### config.mk
export PLATFORM = sky130hd
export DESIGN_NAME = laser_remote_control
export DESIGN_NICKNAME = d
export VERILOG_FILES = /design/src/laser_ctrl_pkg.sv /design/src/laser_remote_control.sv
export VERILOG_INCLUDE_DIRS = /design/src /design/src/src
export SDC_FILE = /design/constraint.sdc
export NUM_CORES = 1
export LEC_CHECK = 0
export BUFFER_PORTS_ARGS = -buffer_cell sky130_fd_sc_hd__buf_2
export CORE_UTILIZATION = 25
export CTS_CLUSTER_SIZE = 40
export DETAILED_ROUTE_END_ITERATION = 16
export PLACE_DENSITY_LB_ADDON = 0.3
export SLEW_MARGIN = 30
export SYNTH_ARGS = -nofsm -noshare
export SYNTH_HDL_FRONTEND = slang
export SYNTH_SLANG_ARGS = --single-unit
### constraint.sdc
create_clock -name clk -period 1.4 [get_ports clk]
set_input_delay 0.35 -clock clk [delete_from_list [all_inputs] [get_ports clk]]
set_output_delay 0.35 -clock clk [all_outputs]
set_load 0.05 [all_outputs]
### src/laser_ctrl_defs.svh
// Timing counts and reset values for the laser remote control logic.
`ifndef LASER_CTRL_DEFS_SVH
`define LASER_CTRL_DEFS_SVH
`define CLK_PERIOD_NS       50
`define FILTER_CYCLES       4
`define ALARM_CLEAR_TIME_US 1000
`define ALARM_CLEAR_CYCLES  ((`ALARM_CLEAR_TIME_US * 1000 + `CLK_PERIOD_NS - 1) / `CLK_PERIOD_NS)
`define POWERUP_CYCLES      16
`define PROG_NUM_BITS       7
`define PROG_NUM_IDLE       7'h00
`define ALARM_RST_VAL       1'b1
`endif

### src/laser_ctrl_pkg.sv
// Types shared by the laser remote control logic.
`default_nettype none
package laser_ctrl_pkg;
  // Key switch position.
  typedef enum logic [1:0] {KEY_OFF, KEY_ON, KEY_REMOTE} key_pos_t;
  // Hard-wired command inputs from the machine controller.
  typedef struct packed {
    logic       laserRequest;
    logic       programExecute;
    logic       internalControl;
    logic       alarmClear;
    logic       guideLaser;
    logic       analogSelect;
    logic       programStop;
    logic [6:0] programNumber;
    logic       drivePower;
  } hardwire_in_t;
  // Power-source selection for the laser setpoint.
  typedef enum logic [1:0] {PWR_PROGRAM, PWR_ANALOG, PWR_SOFTWARE} pwr_src_t;
endpackage : laser_ctrl_pkg
`default_nettype wire

### src/laser_remote_control.sv
// Hard-wired remote control logic of the laser source.
// Operation
// - Key on with external control: emission follows modulation input only.
// - Key remote: emission needs modulation and program run, or run alone.
// - Drive emission indication and main-power-on indication outputs.
// - Remote main-power input on safety connector switches main power on.
// - Board-powered relay closes once main control board is up.
// - Other hard-wired commands ignored unless laser request is asserted; analog select and program zero still set the power source.
// - Execute rising edge starts program chosen by seven select bits.
// - Program zero and analog select high: power from analog value.
// - Program zero and analog select low: power from internal software.
// - Program zero, analog low, internal high: software controls emission.
// - Internal-control input high enables internal software mode.
// - Alarm-clear held high at least 1 ms clears latched alarm.
// - Guide laser on while guide input is asserted.
// - Analog select honoured only when program number is zero.
// - Stop input high aborts running program at once.
// - Lowest select line is program number LSB, six lines above.
// - Drive power on at rising edge, off at falling edge.
`timescale 1ns/1ps
`default_nettype none
`include "laser_ctrl_defs.svh"
module laser_remote_control #(
  parameter bit          PROG_ONLY_VARIANT = 1'b0,
  parameter int unsigned CLEAR_CYCLES      = `ALARM_CLEAR_CYCLES
) (
  input  wire logic                         clk,           // 20 MHz clock.
  input  wire logic                         sys_rst,       // Sync reset.
  input  wire laser_ctrl_pkg::key_pos_t     keyPos,        // Key switch.
  input  wire logic                         externalMode,  // External ctrl.
  input  wire logic                         modulation,    // Modulation in.
  input  wire laser_ctrl_pkg::hardwire_in_t hw,            // Hard-wire in.
  input  wire logic                         remoteMainPwr, // Safety conn.
  input  wire logic                         boardPwrContact, // Board power.
  input  wire logic                         faultDetect,   // Alarm source.
  output var  logic                         emissionOn,    // Emission.
  output var  logic                         emissionInd,   // Emission ind.
  output var  logic                         mainPowerInd,  // Main power ind.
  output var  logic                         boardUpRelay,  // Board relay.
  output var  logic                         guideLaserOn,  // Guide laser.
  output var  logic                         programRun,    // Program active.
  output var  logic [6:0]                   programSel,    // Program number.
  output var  laser_ctrl_pkg::pwr_src_t     powerSource,   // Power source.
  output var  logic                         softwareMode,  // Software mode.
  output var  logic                         softwareEmit,  // Software emits.
  output var  logic                         laserAlarm     // Latched alarm.
);
  import laser_ctrl_pkg::*;
  localparam int NIN = $bits(hardwire_in_t) + 2;
  localparam int CW  = $clog2(CLEAR_CYCLES + 1);

  // ==========================================================================
  // Input conditioning
  // Two-stage synchroniser then a small agreement filter per bit; a glitch
  // shorter than the filter window never reaches the edge detectors.
  logic [NIN-1:0] rawIn;
  logic [NIN-1:0] sync1_q, sync2_q, filt_q, filt_d;
  assign rawIn = {hw, modulation, remoteMainPwr};
  // Synchroniser stages.
  always_ff @(posedge clk) begin
    if (sys_rst) begin
      sync1_q <= '0;
      sync2_q <= '0;
    end else begin
      sync1_q <= rawIn;
      sync2_q <= sync1_q;
    end
  end

  generate
    for (genvar gi = 0; gi < NIN; gi++) begin : g_filt
      logic [2:0] cnt_q, cnt_d;
      // Next filter count and output for one bit.
      always_comb begin
        cnt_d     = cnt_q;
        filt_d[gi] = filt_q[gi];
        if (sync2_q[gi] == filt_q[gi]) begin
          cnt_d = '0;
        end else if (cnt_q == 3'(`FILTER_CYCLES - 1)) begin
          cnt_d      = '0;
          filt_d[gi] = sync2_q[gi];
        end else begin
          cnt_d = cnt_q + 3'h1;
        end
      end
      // Filter count register.
      always_ff @(posedge clk) begin
        if (sys_rst) begin
          cnt_q <= '0;
        end else begin
          cnt_q <= cnt_d;
        end
      end
    end
  endgenerate
  // Filtered outputs and the previous copy for edges.
  logic [NIN-1:0] prev_q;
  always_ff @(posedge clk) begin
    if (sys_rst) begin
      filt_q <= '0;
      prev_q <= '0;
    end else begin
      filt_q <= filt_d;
      prev_q <= filt_q;
    end
  end

  hardwire_in_t f, fp;
  logic         fMod, fMainPwr;
  assign {f, fMod, fMainPwr} = filt_q;
  assign fp = prev_q[NIN-1:2];

  // ==========================================================================
  // Control state
  logic       req;
  logic       execRise, driveRise, driveFall, progZero;
  logic [6:0] progNum;
  assign req       = f.laserRequest;
  assign execRise  = req && f.programExecute && !fp.programExecute;
  assign driveRise = f.drivePower && !fp.drivePower;
  assign driveFall = !f.drivePower && fp.drivePower;
  // Bit 0 is the lowest select line; the six upper lines follow.
  assign progNum   = f.programNumber;
  assign progZero  = (progNum == `PROG_NUM_IDLE);
  logic           run_q, run_d, drv_q, drv_d, alarm_q, alarm_d;
  logic [6:0]     sel_q, sel_d;
  logic [CW-1:0]  clr_q, clr_d;
  logic [4:0]     boot_q, boot_d;
  logic           bootDone;
  assign bootDone = (boot_q == 5'(`POWERUP_CYCLES));
  // Next values of program, drive power, alarm and timers.
  always_comb begin
    run_d   = run_q;
    sel_d   = sel_q;
    drv_d   = drv_q;
    alarm_d = alarm_q;
    clr_d   = clr_q;
    boot_d  = bootDone ? boot_q : boot_q + 5'h1;
    if (req && f.programStop) begin
      run_d = 1'b0;
    end else if (execRise) begin
      run_d = 1'b1;
      sel_d = progNum;
    end
    if (req && driveRise) begin
      drv_d = 1'b1;
    end else if (req && driveFall) begin
      drv_d = 1'b0;
    end
    // A clear only counts once it has stood for the full minimum width.
    if (req && f.alarmClear) begin
      if (clr_q != CW'(CLEAR_CYCLES)) begin
        clr_d = clr_q + CW'(1);
      end
    end else begin
      clr_d = '0;
    end
    if (clr_q == CW'(CLEAR_CYCLES - 1) && req && f.alarmClear
        && bootDone) begin
      alarm_d = 1'b0;
    end
    // A fault in the clearing cycle wins, so no event is lost.
    if (faultDetect) begin
      alarm_d = 1'b1;
    end
  end

  // Control state registers.
  always_ff @(posedge clk) begin
    if (sys_rst) begin
      run_q   <= 1'b0;
      sel_q   <= `PROG_NUM_IDLE;
      drv_q   <= 1'b0;
      alarm_q <= `ALARM_RST_VAL;
      clr_q   <= '0;
      boot_q  <= '0;
    end else begin
      run_q   <= run_d;
      sel_q   <= sel_d;
      drv_q   <= drv_d;
      alarm_q <= alarm_d;
      clr_q   <= clr_d;
      boot_q  <= boot_d;
    end
  end

  // ==========================================================================
  // Outputs
  logic     emit, mainOn, swMode, swEmit, boardUp;
  pwr_src_t src;
  // The board powers only with the key at remote and contact closed.
  assign boardUp = (keyPos == KEY_REMOTE) && boardPwrContact;
  assign mainOn  = fMainPwr || drv_q;
  assign swMode  = req && f.internalControl;
  assign swEmit  = progZero && !f.analogSelect && swMode;
  // Emission gating and power source selection.
  always_comb begin
    emit = 1'b0;
    src  = PWR_PROGRAM;
    if (externalMode && keyPos == KEY_ON) begin
      emit = fMod;
    end else if (externalMode && keyPos == KEY_REMOTE) begin
      emit = PROG_ONLY_VARIANT ? run_q : (fMod && run_q);
    end
    if (progZero) begin
      src = f.analogSelect ? PWR_ANALOG : PWR_SOFTWARE;
    end
  end

  // Output flip-flops.
  always_ff @(posedge clk) begin
    if (sys_rst) begin
      emissionOn   <= 1'b0;
      emissionInd  <= 1'b0;
      mainPowerInd <= 1'b0;
      boardUpRelay <= 1'b0;
      guideLaserOn <= 1'b0;
      programRun   <= 1'b0;
      programSel   <= `PROG_NUM_IDLE;
      powerSource  <= PWR_PROGRAM;
      softwareMode <= 1'b0;
      softwareEmit <= 1'b0;
      laserAlarm   <= `ALARM_RST_VAL;
    end else begin
      emissionOn   <= emit && mainOn && !alarm_q;
      emissionInd  <= emit && mainOn && !alarm_q;
      mainPowerInd <= mainOn;
      boardUpRelay <= boardUp;
      guideLaserOn <= req && f.guideLaser;
      programRun   <= run_q;
      programSel   <= sel_q;
      powerSource  <= src;
      softwareMode <= swMode;
      softwareEmit <= swEmit;
      laserAlarm   <= alarm_q;
    end
  end
endmodule : laser_remote_control
`default_nettype wire

# Word level (Yosys, flattened, before mapping)
# Cells that the tools add are included.
# op_classes
n_addsub	19
bitwise_logic	20
n_reduce_logical	68
eq_ne	39
mux	5
# ops
op	count
$add 3x1->3 const B	17
$eq 3x2->1 const B	17
$reduce_or 3->1	17
$reduce_and 2->1	18
$logic_and 1x1->1	21
$not 1->1	20
$eq 1x1->1	17
$add 15x1->15 const B	1
$eq 15x15->1 const B	1
$ne 15x15->1 const B	1
$reduce_or 2->1	4
$logic_not 7->1	1
$add 5x1->5 const B	1
$eq 5x5->1 const B	1
$logic_not 1->1	5
$mux 1	4
$eq 2x1->1 const B	1
$eq 2x2->1 const B	1
$mux 2	1
$reduce_bool 2->1	1
$logic_or 1x1->1	1
# word_totals
in_bits	24
wordCells	204
output_inout_bits	18
regBits	165

# Depth between registers and ports, before layout
# depth
depth_word	6
ltp_mapped	5
depth_no_buf	5

# Worst setup path after synthesis
# OpenSTA, ideal clock, no wires.
# synth_path
path_kind	reg-to-reg
start	register clr_q[1]
end	register clr_q[10]
t_arrival_ns	1.341
period_less_slack_ns	1.415
setup_time_ns	0.074
required_ns	1.326
slack_ns	-0.015
n_path_buf	0
path_stages_with_launch	5
path_cell_list	dfxtp_1 ha_1 nand4_1 or4_1 a21oi_1
# synth_between
elab_chain_cells	1
elab_cells_between_ends	2
cone_classes	1 x add/sub; 1 x eq/ne
# synth_lines
item	line	rtl
start, declared	laser_remote_control.sv:127	logic [CW-1:0] clr_q, clr_d;
start signal, assigned	laser_remote_control.sv:182	clr_q <= clr_d;
$add 15x1->15 / $ne 15x15->1 (equally long branches)	laser_remote_control.sv:153, laser_remote_control.sv:152	
# Several ways; a longest one is shown, not always the timed one.
# A chain may end at the register's enable or synchronous reset.

# Final worst setup path
# Ends and elaborated chain as after synthesis.

==> summary.txt <==
Synthesis
  • Cells after synthesis: about 530
  • Synth async-reset ratio: 0%
  • EDFF count, synth: 0
  • Yosys warnings: 0
  • Sequential-to-total area share from yosys stat: 55.2%
  • Synth Net Count: 594
  • Synthesized area per cell: 10.3 µm²
  • Yosys reg bits: 151
  • Number of distinct library cells after synthesis: 35
  • Main flop type after synthesis: dfxtp_1
  • Post-Syn Area: 0.00547 mm²

CTS
  • CTS Sinks: around 150
  • Root Driver: clkbuf_16
  • Clk_lat worst skew: between 0.4 and 0.5 ns
  • # H-tree levels: 4
  • CTS clk-pin slew, worst paths: approximately 0.060 ns
  • Max Buffers Root-to-Sink: 2
  • CTS tree: built
  • Total CTS buffers: 17

Status
  • Outcome: finished clean

Place
  • DP HPWL: 6.84 mm
  • Placed cell area: 0.00624 mm²
  • Routability Congestion: 0.786
  • Port-buffer cells: 41
  • Setup slack at placement: -0.190 ns

Timing
  • Final setup fails: 0
  • Worst Hold Slack: 0.118 ns
  • Setup Skew: 0.00858 ns
  • Hold Vio Cnt, Final: 0
  • Fin. max-slew vios: 0
  • Min Tclk post-route: 1.38 ns
  • F_max: 725 MHz
  • Worst slew pin tran: 0.417 ns
  • RSZ-0062 raised after global routing: yes
  • PnR worst setup slack: approximately 0.020 ns
  • Worst slew margin: 71.9%
  • Final period util: 98.6%

Finish
  • Layout cells sized above 1: 22.5%
  • Final net count: 676
  • Commonest non-fill, non-tap cell in the layout: dfxtp_1
  • # diodes: 0
  • Synthesis-to-finish area growth: 28.0%
  • Finished layout cell area: 0.00701 mm²
  • Most frequent cells in the layout: 143 x dfxtp_1, 84 x nor2_1, 45 x nor2b_1

Drt
  • Drt wl/cell: 10.7 µm
  • Drt drc: 0
  • Pre-antenna DRT Iters: 4
  • Post-route ant nets: 0
  • Vias/cell: slightly above 4
  • DRT iter0 DRCs: 142
  • Total Wirelength: around 9.6 mm
  • Routed via count: between 3000 and 4000

Setup path
  • Startpoint Class: flip-flop
  • Launching point of the worst reg2reg path: clr_q[1]
  • CP startpoint: clr_q[1]
  • CP Max Fanout: 6
  • Critical path endpoint category: flip-flop
  • Arr. time, crit path: roughly 1.7 ns
  • Setup Crit Path Kind: reg -> reg
  • CP required: around 1.7 ns

Global routing
  • Vias in the first global route: 3670
  • All-Layer GR Usage: 9.35%
  • Grt total ovfl: 0
  • Largest net degree at the start of global routing: 32
  • First-pass GRT wire length: 16.3 mm
  • Antenna violations before repair: 0

Die
  • Initial Utilization: 25.8%
  • DIE HEIGHT: 150 µm
  • DIE WIDTH: 150 µm
  • Die area: approximately 0.022 mm²
  • I/O Pins: between 40 and 50
  • Core area: 0.0212 mm²
  • Site row count: 53

Pwr
  • Peak VDD IR: 839 µV
  • Power Total: 9.11 mW
  • Gate power share: 2.5%
  • Pint: between 7 and 8 mW
  • Leakage: 2.73 nW
  • Sw Share: roughly a fifth
  • Sequential power share: 48.3%
  • Pwr Density: 1300 mW/mm²
  • Psw: 1.91 mW
  • Clock power share: 49.2%

Hold path
  • Hold Crit Start: keyPos[0]
  • Tightest Hold Check Type: in -> reg

Run
  • Max-Cap Viols: 0
==> flip-flops by register name, summed over array words and instances (netlist names), 2 cells and up <==
signal and count:
boot_q 5, sel_q 7, sync1_q 17, filt_q 17
clr_q 15, programSel 7, powerSource 2, g_filt.cnt_q 51
sync2_q 17, prev_q 2
==> per-layer routing <==
metal  part of all wire, %  global-route usage (%)  vias up  routed length, µm
met5                     0                       0        -                  0
met4                   3.0                    5.51        0                284
met3                   3.4                    2.93       17                330
met2                    49                    15.4       49               4670
met1                    45                    10.6     1736               4310
li1                      -                       -     1919                  -
==> worst max-delay path: stages (launching register included) <==
cell,delay [ns]
dfxtp_4,0.38
ha_4,0.13
nand4_1,0.10
buf_6,0.16
buf_4,0.14
o31ai_1,0.27
a21oi_2,0.09
==> cells by family after synthesis <==
group           Yosys count  synth area share, %
compound gates           19                 2.01
xor+xnor                 23                 3.68
fa+ha+maj                38                 8.69
buf+inv                  58                 4.14
flops                   151                 55.2
mux                      31                 5.67
simple gates            212                 20.6
==> synth_stat cells (4+ instances only) <==
cell      number  area share [%]
ha_1          38             8.7
nor2b_1       45             5.1
clkbuf_1      10            0.69
nand3b_1       4            0.55
dfxtp_1      151              55
nor4_1         6            0.69
xor2_1         4            0.64
buf_2          4            0.37
nor2_1        84             5.8
mux2i_1       31             5.7
or4_1          5            0.69
o21ai_0        5            0.46
nand2b_1       4            0.46
nand3_1        9            0.82
inv_1         43             2.9
nand2_1       13            0.89
o31ai_1        4            0.55
or3_1         17             1.9
a21oi_1        7            0.64
xnor2_1       19             3.0
and3b_1        4            0.64
==> power groups by stage <==
| stage | logic (mW) | registers (mW) | clock network, mW |
|---|---|---|---|
| 2_1_floorplan | 0.132 | 4.50 | 0 |
| 3_3_place_gp | 0.228 | 4.49 | 0 |
| 3_5_place_dp | 0.237 | 4.50 | 0 |
| 4_1_cts | 0.238 | 4.40 | 4.64 |
| 5_1_grt | 0.263 | 4.40 | 4.85 |
| 6_report | 0.231 | 4.40 | 4.48 |
==> final cells by class <==
cell class	instances	area (µm²)
Fill cell	2168	14200
Sequential cell	151	3040
Multi-Input combinational cell	323	2370
Timing Repair Buffer	78	514
Clock buffer	21	460
Tap cell	275	344
Inverter	43	161
Clock inverter	10	123
==> worst paths after layout <==
kind	cells past startpoint	to	slack (ns)
max	6	clr_q[10]	0.02
min	2	boardUpRelay	0.12
max reg2reg	6	clr_q[10]	0.02
min reg2reg	1	g_filt[10].cnt_q[0]	0.43
==> timing repair <==
action / CTS / global route
resized for setup: 8 / 26
endpoints found under the hold margin: 0 / 0
hold buffers: 0 / 0
pin swaps: 4 / 3
endpoints found under the setup margin: 8 / 12
setup buffers: 1 / 3
==> stage by stage <==
stage,TNS [ns],utilization [%],std cells
2_1_floorplan,0,-,532
3_3_place_gp,-0.148,29.4,866
3_5_place_dp,-0.481,29.4,866
4_1_cts,-0.00655,32.4,898
5_1_grt,-0.0827,33.0,901
6_report,0,33.0,901
(Power assumes the default switching activity.)
